`src/core/gdfs_defs.vh`:
```
// gdfs_defs.vh: offsets, field positions, reset values and timing counts
`ifndef GDFS_DEFS_VH
`define GDFS_DEFS_VH

// register word index on the avalon bus (byte address bits 5:2)
`define GDFS_IDX_WARN     4'h1
`define GDFS_IDX_FAULT    4'h3
`define GDFS_IDX_CTRL     4'h9
`define GDFS_IDX_REG      4'hb
`define GDFS_IDX_MON      4'hf
`define GDFS_ADDR_W       6

// warning status word (index 1)
`define GDFS_W_OTW        0
`define GDFS_W_TEMP3      1
`define GDFS_W_TEMP2      2
`define GDFS_W_TEMP1      3
`define GDFS_W_OV         6
`define GDFS_W_UVFL       7
`define GDFS_W_TEMP4      8

// fault status word (index 3)
`define GDFS_F_PUMP_REL   0
`define GDFS_F_PUMP_ABS   1
`define GDFS_F_PUMP_UV    2
`define GDFS_F_LS_UV      4
`define GDFS_F_REG_UV     6
`define GDFS_F_OVERHEAT_SHUTDOWN       8
`define GDFS_F_WDOG       9
`define GDFS_F_LOCKOUT    10

// control word (index 9)
`define GDFS_C_CLR        1
`define GDFS_C_WATCHDOG_ENABLE_BIT      3
`define GDFS_C_WD_SEL_LO  5
`define GDFS_C_WD_SEL_HI  6
`define GDFS_C_UVLO_DIS   9
`define GDFS_CTRL_RST     11'h000
`define GDFS_CTRL_MASK    11'h26a

// regulator monitor word (index b)
`define GDFS_R_LVL_LO     0
`define GDFS_R_LVL_HI     1
`define GDFS_R_MON_DIS    2
`define GDFS_REG_RST      11'h000
`define GDFS_REG_MASK     11'h007

// timing: figures in ns, counts at 200 MHz
`define GDFS_CLK_NS       5
`define GDFS_PG_PULSE_NS  56000
`define GDFS_PG_CYC       (`GDFS_PG_PULSE_NS / `GDFS_CLK_NS)
`define GDFS_EN_LOW_NS    1000
`define GDFS_EN_LOW_CYC   ((`GDFS_EN_LOW_NS + `GDFS_CLK_NS - 1) / `GDFS_CLK_NS)
`define GDFS_CNT_W        24

`endif

```
`src/core/gdfs_sync.v`:
```
// gdfs_sync.v: two flip-flop level synchroniser
`timescale 1ns/1ps
module gdfs_sync (
  core_clk,
  nrst,
  din,
  dout
);
  input  wire core_clk;
  input  wire nrst;
  input  wire din;
  output wire dout;

  reg meta_ff;
  reg sync_ff;

  always @(posedge core_clk or negedge nrst) begin
    if (!nrst) begin
      meta_ff <= 1'b0;
      sync_ff <= 1'b0;
    end else begin
      meta_ff <= din;
      sync_ff <= meta_ff;
    end
  end

  assign dout = sync_ff;
endmodule // gdfs_sync

```
`src/core/gdfs_timer.v`:
```
// gdfs_timer.v: retriggerable down counter, busy while nonzero
`timescale 1ns/1ps
`include "gdfs_defs.vh"
module gdfs_timer (
  core_clk,
  nrst,
  load,
  load_val,
  busy,
  done
);
  input  wire                   core_clk;
  input  wire                   nrst;
  input  wire                   load;
  input  wire [`GDFS_CNT_W-1:0] load_val;
  output wire                   busy;
  output reg                    done;

  reg [`GDFS_CNT_W-1:0] cnt_ff;

  always @(posedge core_clk or negedge nrst) begin
    if (!nrst) begin
      cnt_ff <= {`GDFS_CNT_W{1'b0}};
      done   <= 1'b0;
    end else if (load) begin
      cnt_ff <= load_val;
      done   <= 1'b0;
    end else begin
      done   <= (cnt_ff == {{(`GDFS_CNT_W-1){1'b0}}, 1'b1});
      if (cnt_ff != {`GDFS_CNT_W{1'b0}})
        cnt_ff <= cnt_ff - {{(`GDFS_CNT_W-1){1'b0}}, 1'b1};
    end
  end

  assign busy = (cnt_ff != {`GDFS_CNT_W{1'b0}});
endmodule // gdfs_timer

```
`src/core/gdfs_top.v`:
```
// gdfs_top.v: fault and warning supervisor with avalon register slave
`timescale 1ns/1ps
`include "gdfs_defs.vh"
// Functional notes
// supply low warning keeps running, asserts indicator, sets warning bit 7.
// gate driver lockout stops driver, asserts indicator, sets fault bit 10.
// lockout disable bit skips shutdown but still sets the status bit.
// supply over warning keeps running, asserts indicator, sets warning bit 6.
// pump relative and absolute overvoltage are faults at bits 0 and 1.
// pump undervoltage stops driver, asserts indicator, sets fault bit 2.
// low side supply undervoltage stops driver, sets fault bit 4.
// pump and low side undervoltage cannot be disabled while operating.
// four temperature levels are live bits 3,2,1,8 without indicator.
// overheat warning asserts indicator, live warning bit 0, keeps running.
// overheat shutdown latches fault bit 8 and asserts indicator.
// overheat clears only after cooling plus clear command; registers kept.
// watchdog starts disabled and is enabled by writing control bit 3.
// enabled watchdog restarts on each warning status read; expiry faults.
// watchdog fault latches, makes driver safe, pulses power good low 56us.
// watchdog fault asserts indicator, clears enable, sets fault bit 9.
// regulator threshold from bits 1-0, monitor disabled by bit 2.
// regulator low latches, holds power good low while low and 56us min.
// regulator fault clears only when gone, by command or enable pulse.
// clear command clears removed latched faults, then self returns to 0.
// controller clears by enable high, low at least 1us, high again.
// at power up indicator stays low until lockout threshold is passed.
// standby with driver off whenever enable low or a fault exists.
// a fault while operating returns to standby at once.
// indicator is the or of latched faults and present warnings other than temperature levels.
module gdfs_top (
  core_clk,
  nrst,
  avs_address,
  avs_read,
  avs_write,
  avs_writedata,
  avs_byteenable,
  avs_readdata,
  avs_waitrequest,
  main_supply_low_warning,
  gate_driver_supply_lockout,
  main_supply_over_warning,
  pump_relative_overvoltage,
  pump_absolute_overvoltage,
  pump_undervoltage_fault,
  low_side_supply_undervoltage,
  temp_level_one,
  temp_level_two,
  temp_level_three,
  temp_level_four,
  overheat_warning,
  overheat_shutdown,
  regulator_low_raw,
  gate_enable,
  fault_indicator_n,
  power_good_out,
  gate_driver_on,
  pulldown_on,
  regulator_low_threshold_sel,
  operating
);
  input  wire                   core_clk;
  input  wire                   nrst;
  input  wire [`GDFS_ADDR_W-1:0] avs_address;
  input  wire                   avs_read;
  input  wire                   avs_write;
  input  wire [31:0]            avs_writedata;
  input  wire [3:0]             avs_byteenable;
  output reg  [31:0]            avs_readdata;
  output reg                    avs_waitrequest;
  input  wire                   main_supply_low_warning;
  input  wire                   gate_driver_supply_lockout;
  input  wire                   main_supply_over_warning;
  input  wire                   pump_relative_overvoltage;
  input  wire                   pump_absolute_overvoltage;
  input  wire                   pump_undervoltage_fault;
  input  wire                   low_side_supply_undervoltage;
  input  wire                   temp_level_one;
  input  wire                   temp_level_two;
  input  wire                   temp_level_three;
  input  wire                   temp_level_four;
  input  wire                   overheat_warning;
  input  wire                   overheat_shutdown;
  input  wire                   regulator_low_raw;
  input  wire                   gate_enable;
  output reg                    fault_indicator_n;
  output reg                    power_good_out;
  output reg                    gate_driver_on;
  output reg                    pulldown_on;
  output reg  [1:0]             regulator_low_threshold_sel;
  output reg                    operating;

  // ==========================================================
  // input synchronisers
  localparam NIN = 15;
  wire [NIN-1:0] raw_in;
  wire [NIN-1:0] syn;
  assign raw_in = {gate_enable, regulator_low_raw, overheat_shutdown,
                   overheat_warning, temp_level_four, temp_level_three,
                   temp_level_two, temp_level_one,
                   low_side_supply_undervoltage, pump_undervoltage_fault,
                   pump_absolute_overvoltage, pump_relative_overvoltage,
                   main_supply_over_warning, gate_driver_supply_lockout,
                   main_supply_low_warning};
  genvar gi;
  generate
    for (gi = 0; gi < NIN; gi = gi + 1) begin : g_sync
      gdfs_sync u_sync (
        .core_clk (core_clk),
        .nrst     (nrst),
        .din      (raw_in[gi]),
        .dout     (syn[gi])
      );
    end
  endgenerate
  wire s_uvfl   = syn[0];
  wire s_lock   = syn[1];
  wire s_ov     = syn[2];
  wire s_prel   = syn[3];
  wire s_pabs   = syn[4];
  wire s_puv    = syn[5];
  wire s_lsuv   = syn[6];
  wire s_t1     = syn[7];
  wire s_t2     = syn[8];
  wire s_t3     = syn[9];
  wire s_t4     = syn[10];
  wire s_otw    = syn[11];
  wire s_overheat_shutdown   = syn[12];
  wire s_reg_lo = syn[13];
  wire s_en     = syn[14];

  // ==========================================================
  // registers and state
  localparam ST_PWRUP = 3'b001;
  localparam ST_STBY  = 3'b010;
  localparam ST_OPER  = 3'b100;
  reg [2:0]  state_ff;
  reg [10:0] ctrl_ff;
  reg [10:0] regcfg_ff;
  reg [10:0] fault_ff;
  reg        en_d_ff;
  reg [15:0] en_low_cnt_ff;
  reg        en_low_ok_ff;
  reg        en_pulse_ff;

  wire watchdog_enable_bit    = ctrl_ff[`GDFS_C_WATCHDOG_ENABLE_BIT];
  wire mon_dis  = regcfg_ff[`GDFS_R_MON_DIS];
  wire reg_lo   = s_reg_lo & ~mon_dis;
  wire wr_lo    = avs_write & avs_byteenable[0];
  wire wr_hi    = avs_write & avs_byteenable[1];
  wire [3:0] idx = avs_address[`GDFS_ADDR_W-1:2];
  wire req      = (avs_read | avs_write) & avs_waitrequest;

  // live conditions per fault bit
  wire [10:0] cond;
  assign cond[`GDFS_F_PUMP_REL] = s_prel;
  assign cond[`GDFS_F_PUMP_ABS] = s_pabs;
  assign cond[`GDFS_F_PUMP_UV]  = s_puv;
  assign cond[3]                = 1'b0;
  assign cond[`GDFS_F_LS_UV]    = s_lsuv;
  assign cond[5]                = 1'b0;
  assign cond[`GDFS_F_REG_UV]   = reg_lo;
  assign cond[7]                = 1'b0;
  assign cond[`GDFS_F_OVERHEAT_SHUTDOWN]     = s_overheat_shutdown;
  assign cond[`GDFS_F_WDOG]     = 1'b0;
  assign cond[`GDFS_F_LOCKOUT]  = s_lock;

  wire [10:0] warn_word = {2'b00, s_t4, s_uvfl, s_ov, 2'b00,
                           s_t1, s_t2, s_t3, s_otw};
  wire any_warn = s_uvfl | s_ov | s_otw;

  // lockout disable only spares the driver, status bit still latched
  wire [10:0] shut_mask = ctrl_ff[`GDFS_C_UVLO_DIS] ?
                          11'h3ff : 11'h7ff;
  wire shutdown = |(fault_ff & shut_mask);

  // ==========================================================
  // watchdog and power good timers
  localparam [`GDFS_CNT_W-1:0] PG_CYC = `GDFS_PG_CYC;
  // defaults give the long intervals; a bench may shorten them
  parameter [`GDFS_CNT_W-1:0] WD_CYC0 = 24'h0f4240;
  parameter [`GDFS_CNT_W-1:0] WD_CYC1 = 24'h1e8480;
  parameter [`GDFS_CNT_W-1:0] WD_CYC2 = 24'h3d0900;
  parameter [`GDFS_CNT_W-1:0] WD_CYC3 = 24'h7a1200;

  wire st_read  = req & avs_read & (idx == `GDFS_IDX_WARN);
  wire wd_start = req & wr_lo & (idx == `GDFS_IDX_CTRL) &
                  avs_writedata[`GDFS_C_WATCHDOG_ENABLE_BIT] & ~watchdog_enable_bit;
  // the enabling write carries the interval too, so take it from the bus
  wire [1:0] wd_sel = wd_start ?
                      avs_writedata[`GDFS_C_WD_SEL_HI:`GDFS_C_WD_SEL_LO] :
                      ctrl_ff[`GDFS_C_WD_SEL_HI:`GDFS_C_WD_SEL_LO];
  reg [`GDFS_CNT_W-1:0] wd_val;
  always @* begin
    case (wd_sel)
      2'b00:   wd_val = WD_CYC0;
      2'b01:   wd_val = WD_CYC1;
      2'b10:   wd_val = WD_CYC2;
      default: wd_val = WD_CYC3;
    endcase
  end
  wire wd_busy;
  wire wd_done;
  gdfs_timer u_wd (
    .core_clk (core_clk),
    .nrst     (nrst),
    .load     (wd_start | (st_read & watchdog_enable_bit)),
    .load_val (wd_val),
    .busy     (wd_busy),
    .done     (wd_done)
  );
  wire wd_fire = wd_done & watchdog_enable_bit;

  wire pg_busy;
  gdfs_timer u_pg (
    .core_clk (core_clk),
    .nrst     (nrst),
    .load     (wd_fire | reg_lo),
    .load_val (PG_CYC),
    .busy     (pg_busy),
    .done     ()
  );

  // ==========================================================
  // enable reset pulse detector: high, low >= 1us, high
  localparam [15:0] EN_LOW_CYC = `GDFS_EN_LOW_CYC;
  always @(posedge core_clk or negedge nrst) begin
    if (!nrst) begin
      en_d_ff       <= 1'b0;
      en_low_cnt_ff <= 16'h0000;
      en_low_ok_ff  <= 1'b0;
      en_pulse_ff   <= 1'b0;
    end else begin
      en_d_ff     <= s_en;
      en_pulse_ff <= s_en & ~en_d_ff & en_low_ok_ff;
      if (s_en) begin
        en_low_cnt_ff <= 16'h0000;
        if (en_d_ff)
          en_low_ok_ff <= 1'b0;
      end else if (en_low_cnt_ff != EN_LOW_CYC) begin
        en_low_cnt_ff <= en_low_cnt_ff + 16'h0001;
        // a low time of exactly 1us must already qualify
        if (en_low_cnt_ff == EN_LOW_CYC - 16'h0001)
          en_low_ok_ff <= 1'b1;
      end else begin
        en_low_ok_ff <= 1'b1;
      end
    end
  end

  // ==========================================================
  // fault latches, control registers, bus slave
  wire clr_now = ctrl_ff[`GDFS_C_CLR] | en_pulse_ff;
  wire [10:0] ctrl_mask = `GDFS_CTRL_MASK;
  reg [10:0] nxt_fault;
  reg [10:0] nxt_ctrl;
  reg [10:0] nxt_regcfg;
  reg [31:0] nxt_rdata;
  always @* begin
    nxt_fault  = fault_ff;
    nxt_ctrl   = ctrl_ff;
    nxt_regcfg = regcfg_ff;
    nxt_rdata  = 32'h00000000;
    // clear only those whose condition is gone; set wins
    if (clr_now)
      nxt_fault = fault_ff & cond;
    nxt_fault = nxt_fault | cond;
    if (wd_fire)
      nxt_fault[`GDFS_F_WDOG] = 1'b1;
    if (ctrl_ff[`GDFS_C_CLR])
      nxt_ctrl[`GDFS_C_CLR] = 1'b0;
    if (req & avs_write) begin
      if (idx == `GDFS_IDX_CTRL) begin
        if (wr_lo)
          nxt_ctrl[7:0] = avs_writedata[7:0] & ctrl_mask[7:0];
        if (wr_hi)
          nxt_ctrl[10:8] = avs_writedata[10:8] & ctrl_mask[10:8];
      end
      if (idx == `GDFS_IDX_REG && wr_lo)
        nxt_regcfg = avs_writedata[10:0] & `GDFS_REG_MASK;
    end
    if (wd_fire)
      nxt_ctrl[`GDFS_C_WATCHDOG_ENABLE_BIT] = 1'b0;
    if (req & avs_read) begin
      case (idx)
        `GDFS_IDX_WARN:  nxt_rdata = {21'h000000, warn_word};
        `GDFS_IDX_FAULT: nxt_rdata = {21'h000000, fault_ff};
        `GDFS_IDX_CTRL:  nxt_rdata = {21'h000000, ctrl_ff};
        `GDFS_IDX_REG:   nxt_rdata = {21'h000000, regcfg_ff};
        `GDFS_IDX_MON:   nxt_rdata = {29'h00000000, state_ff};
        default:         nxt_rdata = 32'h00000000;
      endcase
    end
  end

  // ==========================================================
  // state machine: power up, standby, operating
  reg [2:0] nxt_state;
  always @* begin
    case (state_ff)
      ST_PWRUP: nxt_state = s_lock ? ST_PWRUP : ST_STBY;
      ST_STBY:  nxt_state = (s_en & ~shutdown) ? ST_OPER : ST_STBY;
      ST_OPER:  nxt_state = (~s_en | shutdown) ? ST_STBY : ST_OPER;
      default:  nxt_state = ST_PWRUP;
    endcase
  end

  // pump and low side undervoltage have no disable bit; the shutdown mask
  // keeps both bits in every state and every control setting
  wire uv_armed = shut_mask[`GDFS_F_PUMP_UV] &
                  shut_mask[`GDFS_F_LS_UV];

  always @(posedge core_clk or negedge nrst) begin
    if (!nrst) begin
      state_ff                    <= ST_PWRUP;
      ctrl_ff                     <= `GDFS_CTRL_RST;
      regcfg_ff                   <= `GDFS_REG_RST;
      fault_ff                    <= 11'h000;
      avs_readdata                <= 32'h00000000;
      avs_waitrequest             <= 1'b1;
      fault_indicator_n           <= 1'b0;
      power_good_out              <= 1'b0;
      gate_driver_on              <= 1'b0;
      pulldown_on                 <= 1'b1;
      regulator_low_threshold_sel <= 2'b00;
      operating                   <= 1'b0;
    end else begin
      state_ff  <= nxt_state;
      ctrl_ff   <= nxt_ctrl;
      regcfg_ff <= nxt_regcfg;
      fault_ff  <= nxt_fault;
      // one wait cycle per access, then answer
      avs_waitrequest <= ~req;
      if (req)
        avs_readdata <= nxt_rdata;
      fault_indicator_n <= (state_ff != ST_PWRUP) &
                           ~(|nxt_fault) & ~any_warn;
      power_good_out <= ~(pg_busy | reg_lo | wd_fire);
      gate_driver_on <= (nxt_state == ST_OPER) & ~(|(nxt_fault & shut_mask))
                        & uv_armed;
      pulldown_on    <= ~((nxt_state == ST_OPER) &
                        ~(|(nxt_fault & shut_mask)));
      regulator_low_threshold_sel <=
        regcfg_ff[`GDFS_R_LVL_HI:`GDFS_R_LVL_LO];
      operating <= (nxt_state == ST_OPER);
    end
  end
endmodule // gdfs_top

```
`config.mk`:
```
export PLATFORM = sky130hd
export DESIGN_NAME = gdfs_top
export DESIGN_NICKNAME = d
export VERILOG_FILES = /design/src/core/gdfs_sync.v /design/src/core/gdfs_timer.v /design/src/core/gdfs_top.v
export VERILOG_INCLUDE_DIRS = /design/src /design/src/core
export SDC_FILE = /design/constraint.sdc
export NUM_CORES = 1
export LEC_CHECK = 0
export BUFFER_PORTS_ARGS = -buffer_cell sky130_fd_sc_hd__buf_2
export CORE_AREA = 10 10 155 157
export CTS_BUF_LIST = sky130_fd_sc_hd__clkbuf_4 sky130_fd_sc_hd__clkbuf_8 sky130_fd_sc_hd__clkbuf_16
export CTS_CLUSTER_DIAMETER = 200
export DETAILED_ROUTE_END_ITERATION = 16
export DIE_AREA = 0 0 165 167
export PLACE_DENSITY = 0.57
export SLEW_MARGIN = 20
export SYNTH_ARGS = -nofsm -noshare
export SYNTH_HDL_FRONTEND = slang
export SYNTH_SLANG_ARGS = --single-unit
```
`constraint.sdc`:
```
create_clock -name core_clk -period 2.65 [get_ports core_clk]
set_input_delay 0.265 -clock core_clk [delete_from_list [all_inputs] [get_ports core_clk]]
set_output_delay 0.265 -clock core_clk [all_outputs]
set_load 0.1 [all_outputs]
```
==> flow_summary.json, run 1 <==
{
  "status": "finished clean",
  "finalHoldViolCount": 0,
  "rows": 53,
  "synth_adder_area_share": 0.0256,
  "clk_pin_slew_ps": 60,
  "path_max_fanout": 7,
  "synth-async-reset-ratio": 1.00,
  "yosysWarnings": 0,
  "initial_utilization": 0.305,
  "grt_max_degree": 62,
  "post-route-min-period_ps": 2250,
  "synthFlopType": "dfrtp_1",
  "syn_inst": 591,
  "synth_top_cell_by_area": "dfrtp_1",
  "ys_types": 62,
  "post_cts_buffers": 0,
  "antenna_found_initial": 0,
  "synth_compound_area_frac": 0.105,
  "ioPinCount": 101,
  "synth_area_mm2": 0.00636,
  "synth_xor_area_frac": 0.0661,
  "clockBufferDepth": 2,
  "dp_hpwl_um": 9660,
  "postCtsResizedCells": 0,
  "max_cap_violations": 0,
  "yosys.area_share.simple": 0.178,
  "dieHeight_um": 167,
  "ant_nets": 0,
  "cts-buffers-inserted": 17,
  "timing.rr.end": "u_pg.cnt_ff[17]",
  "end_kind": "flop",
  "drv_slew": 0,
  "synthMuxAreaShare": 0.0268,
  "fmax_mhz": 444,
  "tightestPinTransition_ps": 669,
  "drive_above_1_share": 0.175,
  "worstRegToRegCells": 5,
  "synthMostInstantiatedCell": "dfrtp_1",
  "drt_iter0_drc": 296,
  "finalSetupViolations": 0,
  "num_vias": 4508,
  "port_buffers": 50,
  "die-area_mm2": 0.0276,
  "ys_top_cells_by_area": "dfrtp_1 54%, xor2_1 4.4%, nor2_1 3.0%, o21ai_0 2.8%, ha_1 2.6%",
  "area_growth_pct": 20.8,
  "fin_hold_ws_ps": 73.5,
  "slew_headroom": 0.552,
  "synth_top_family_by_area": "simple AND/OR/NAND/NOR gates",
  "ff2ff_setup_slack_ps": 400,
  "hold_buffers": 16,
  "min-delay-start": "avs_writedata[9]",
  "nNetsFinal": 745,
  "clock-sinks": 139,
  "yosys-top-cells-count": "136 x dfrtp_1, 51 x nor2_1, 38 x nand2_1",
  "routed_wl_um": 13700,
  "die_x_um": 165,
  "grt_use_total": 0.105,
  "critPathKind": "flop to flop",
  "ys_seq_elements": 139,
  "hold_path_class": "input port to flop",
  "cts.root.buffer_cell": "clkbuf_16",
  "synth_edf_count": 0,
  "drt-vias-per-instance": 4.70,
  "skew_ps": 14.2,
  "hold_depth": 2,
  "htree_levels": 4,
  "critPathLaunchType": "flop",
  "p_per_area_mw_per_mm2": 775,
  "clk_latency_ps": 430,
  "ys_seq_area_frac": 0.548,
  "yosysTopAreaCellShare": 0.535,
  "rsz0062_at_grt": "false",
  "firstDrtPassIters": 4,
  "r2r-start": "u_pg.cnt_ff[3]",
  "syn_area_per_cell_um2": 10.8,
  "core_region_area_mm2": 0.0208,
  "grt.overflow.total": 0,
  "cts_tree": "yes",
  "num_antenna_cells": 0,
  "fin_crit_sh": 0.850,
  "cp.arrival_ps": 2590,
  "avgRoutedWirePerCell_um": 14.3,
  "final.setup.tns_ps": 0,
  "whs_endpoint": "ctrl_ff[9]",
  "peakVddDrop_uv": 401,
  "grt_pass1_vias": 4679,
  "globalplace.congestion": 0.790,
  "crit_required_ps": 2990,
  "remaining_drc_errors": 0,
  "leakage_nw": 3.37,
  "grt_pass1_wl_um": 23700
}
[logic make-up (layout without fill, tap and decap cells)]
family	count (synthesis)	in the layout
adders and majority gates	13	13
xor gates and xnor gates	48	48
AOI/OAI and AO/OA	105	105
buffers and inverters	61	134
and+or+nand+nor	208	208
muxes	16	16
DFF	139	139
other	1	21
[layout by cell type, fill, tap and decap left out, types with 3 or more instances in the layout]
cell and count:
and4_1 4, and2_1 9, nor3_1 21, mux2_2 8
or3_1 5, nand2_1 38, xor2_1 32, nor2b_1 3
o211ai_1 9, a21o_1 6, nand3b_1 4, nand4_1 13
inv_1 17, buf_2 49, and3_1 5, dfstp_2 3
inv_6 4, a22oi_1 4, nand3_1 13, nor4_1 11
nor4bb_1 3, nand2b_1 4, o21ai_0 35, clkinv_2 3
conb_1 21, dlygate4sd3_1 16, ha_1 13, mux2i_1 8
xnor2_1 16, buf_4 18, dfrtp_1 136, nor2_1 51
or4_1 7, a21oi_1 19, a22o_1 3, a221oi_1 3
o22ai_1 4, clkbuf_16 17, a211oi_1 3
[report_power, final]
group	internal [mW]	leakage, nW	switching, mW
Clock	1.42	0.293	0.943
Combinational	0.374	1.35	0.651
Sequential	2.35	1.73	0.222
Total	4.14	3.37	1.82
[metrics by stage]
stage	utilization	setup slack [ps]	instances	area, um^2	power (mW)
global route	0.369	225	959	7680	6.29
CTS	0.369	405	959	7680	6.04
detailed placement	0.333	410	911	6930	3.62
floorplan	-	131	611	6430	3.35
global placement	0.333	455	911	6930	3.61
finish	0.369	398	959	7680	5.95
[cell type report]
cell class,instances,area [um^2]
clock inverter,14,158
fill,2108,13100
sequential,139,3480
clock buffer,18,433
inverter,17,63.8
tap,275,344
timing repair buffer,85,572
multi-input combinational,411,2630
[routing by layer]
metal,vias up,wire length [um],GRT usage
met4,0,196,0.0385
met2,81,6390,0.161
met1,2199,6500,0.137
met3,15,640,0.0323
li1,2213,-,-
met5,-,0,0
[critical path, cell delays in order (launching register included)]
cell and delay (ps):
dfrtp_1 420, nor4_2 550, and3b_1 430, nand3_1 200
or4_1 420, a21oi_1 150
[registers in the layout, indices dropped and copies added, names as in the netlist, 3 cells and up]
signal                 cells
u_pg.cnt_ff               24
state_ff                   3
ctrl_ff                    5
g_sync.u_sync.meta_ff     15
en_low_cnt_ff             16
avs_readdata              11
fault_ff                  11
g_sync.u_sync.dout        15
regcfg_ff                  3
u_wd.cnt_ff               24
[worst max-delay path by stage]
stage               cells past startpoint               to  slack (ps)            start
floorplan                               7   u_wd.cnt_ff[9]         130  avs_waitrequest
detailed placement                      5  u_pg.cnt_ff[17]         410   u_pg.cnt_ff[3]
finish                                  5  u_pg.cnt_ff[17]         400   u_pg.cnt_ff[3]
global route                            5  u_pg.cnt_ff[23]         220   u_pg.cnt_ff[3]
CTS                                     5  u_pg.cnt_ff[17]         400   u_pg.cnt_ff[3]
global placement                        5   u_pg.cnt_ff[9]         460  u_pg.cnt_ff[17]
Power figures use the tool's default switching activity.
==> inputs of run 2 (changes only) <==
Settings changed: PLACE_DENSITY 0.57 to 0.59.
Clock period 2.65 ns to 2 ns, I/O delays scaled along.
==> run 2 against run 1 <==
The run now ends with setup timing left; flip-flop and latch count did not move; count of clock-buffer cells in the layout did not move; worst setup slack got worse by 490 ps; global-route usage rose by 0.59 points; non-clock buffer count rose by 57; clock skew fell by 6.5 ps; design area rose by 9.9%; first-iteration DRC count fell by 28%; critical endpoint is now u_pg.cnt_ff[1]; highest routed layer unchanged.
==> flow_summary.json, run 2 (synthesis gave the netlist of run 1 again) <==
{
  "status": "complete, but fails checks",
  "violations": "setup timing",
  "core_region_area_mm2": 0.0208,
  "rows": 53,
  "grt_max_degree": 48,
  "clockBufferDepth": 2,
  "peakVddDrop_uv": 617,
  "finalHoldViolCount": 0,
  "clk_pin_slew_ps": 60,
  "critPathLaunchType": "flop",
  "skew_ps": 7.70,
  "power_mw": 8.33,
  "postLayoutCellArea_mm2": 0.00844,
  "num_antenna_cells": 0,
  "swShare": 0.313,
  "grt_pass1_wl_um": 24900,
  "switchingPower_mw": 2.61,
  "crit_required_ps": 2330,
  "grt.overflow.total": 0,
  "initial_utilization": 0.305,
  "dp_hpwl_um": 10700,
  "p_per_area_mw_per_mm2": 988,
  "grt_pass1_vias": 4864,
  "num_vias": 4785,
  "cts_tree": "yes",
  "rsz0062_at_grt": "true",
  "largest_registers": "u_pg.cnt_ff (24), u_wd.cnt_ff (24), en_low_cnt_ff (16)",
  "clock-sinks": 139,
  "cts.root.buffer_cell": "clkbuf_16",
  "drt_iter0_drc": 213,
  "fin_crit_sh": 1.04,
  "remaining_drc_errors": 0,
  "port_buffers": 50,
  "dieHeight_um": 167,
  "final.setup.tns_ps": -451,
  "seq_power_share": 0.407,
  "drt-vias-per-instance": 4.71,
  "layout_commonest_cell": "dfrtp_1",
  "power.internal_mw": 5.72,
  "antenna_found_initial": 0,
  "hold_depth": 2,
  "post-route-min-period_ps": 2090,
  "globalplace.congestion": 0.811,
  "final_cell_mix": "136 x dfrtp_1, 68 x buf_4, 49 x buf_2",
  "cp.arrival_ps": 2420,
  "leakage_nw": 3.75,
  "avgRoutedWirePerCell_um": 14.7,
  "max_cap_violations": 0,
  "pwr-share-clk": 0.380,
  "finalSetupViolations": 9,
  "die-area_mm2": 0.0276,
  "firstDrtPassIters": 4,
  "clk_latency_ps": 420,
  "ioPinCount": 101,
  "area_growth_pct": 32.8,
  "die_x_um": 165,
  "htree_levels": 4,
  "drive_above_1_share": 0.295,
  "end_kind": "flop",
  "nNetsFinal": 802,
  "setup_slack_ps": -88.9,
  "ant_nets": 0,
  "grt_use_total": 0.111,
  "worstRegToRegCells": 5,
  "cts-buffers-inserted": 17,
  "placed_cell_area_mm2": 0.00744,
  "fmax_mhz": 479,
  "dp_cells": 965,
  "path_max_fanout": 6,
  "instances_no_fill": 1015,
  "critPathKind": "flop to flop",
  "pwr-share-comb": 0.213,
  "hold_path_class": "input port to flop",
  "drv_slew": 0,
  "routed_wl_um": 14900
}
[run 2: worst paths after layout]
path	start	end	slack, ps
worst max-delay path	u_pg.cnt_ff[18]	u_pg.cnt_ff[1]	-90
worst min-delay path	avs_writedata[5]	ctrl_ff[5]	30
worst max register to register	u_pg.cnt_ff[18]	u_pg.cnt_ff[1]	-90
worst min register to register	g_sync[8].u_sync.meta_ff	g_sync[8].u_sync.dout	350
max in group asynchronous	nrst	u_wd.cnt_ff[18]	1090
min in group asynchronous	nrst	en_low_cnt_ff[0]	260
[run 2: power groups by stage]
stage / logic (mW) / registers [mW] / clock network, mW
floorplan: 1.01 / 3.47 / 0
CTS: 1.68 / 3.37 / 3.25
detailed placement: 1.62 / 3.42 / 0
global route: 1.98 / 3.42 / 3.38
finish: 1.78 / 3.39 / 3.17
global placement: 1.60 / 3.41 / 0
[run 2: cell type report]
class	instances	area (um^2)
Clock buffer	18	433
Timing Repair Buffer	142	1050
Inverter	17	71.3
Fill cell	2034	12400
Clock inverter	13	155
Multi-Input combinational cell	411	2900
Tap cell	275	344
Sequential cell	139	3490
[run 2: worst max-delay path: stages (launching register included)]
cell and delay (ps):
dfrtp_1 390, or4_4 510, or4_4 450, or2_4 310
buf_6 140, a211oi_2 190
[run 2: what timing repair did]
action	CTS	global route
pin swaps	6	13
setup buffers	0	2
hold endpoints to repair	58	0
resized for setup	7	48
hold buffers	17	0
setup endpoints to repair	19	38
[run 2: per-stage QoR]
step,utilization,hold WS [ps],setup slack [ps]
CTS,0.395,11.4,-70.0
global route,0.405,16.3,-187
floorplan,-,-95.6,-149
detailed placement,0.357,170,-140
finish,0.405,29.6,-88.9
global placement,0.357,169,-93.8
[run 2: metal layers]
metal,up-vias,wire length [um],global-route usage
met4,0,263,0.0462
met3,21,611,0.0266
li1,2322,-,-
met2,90,7090,0.170
met5,-,0,0
met1,2352,6940,0.147
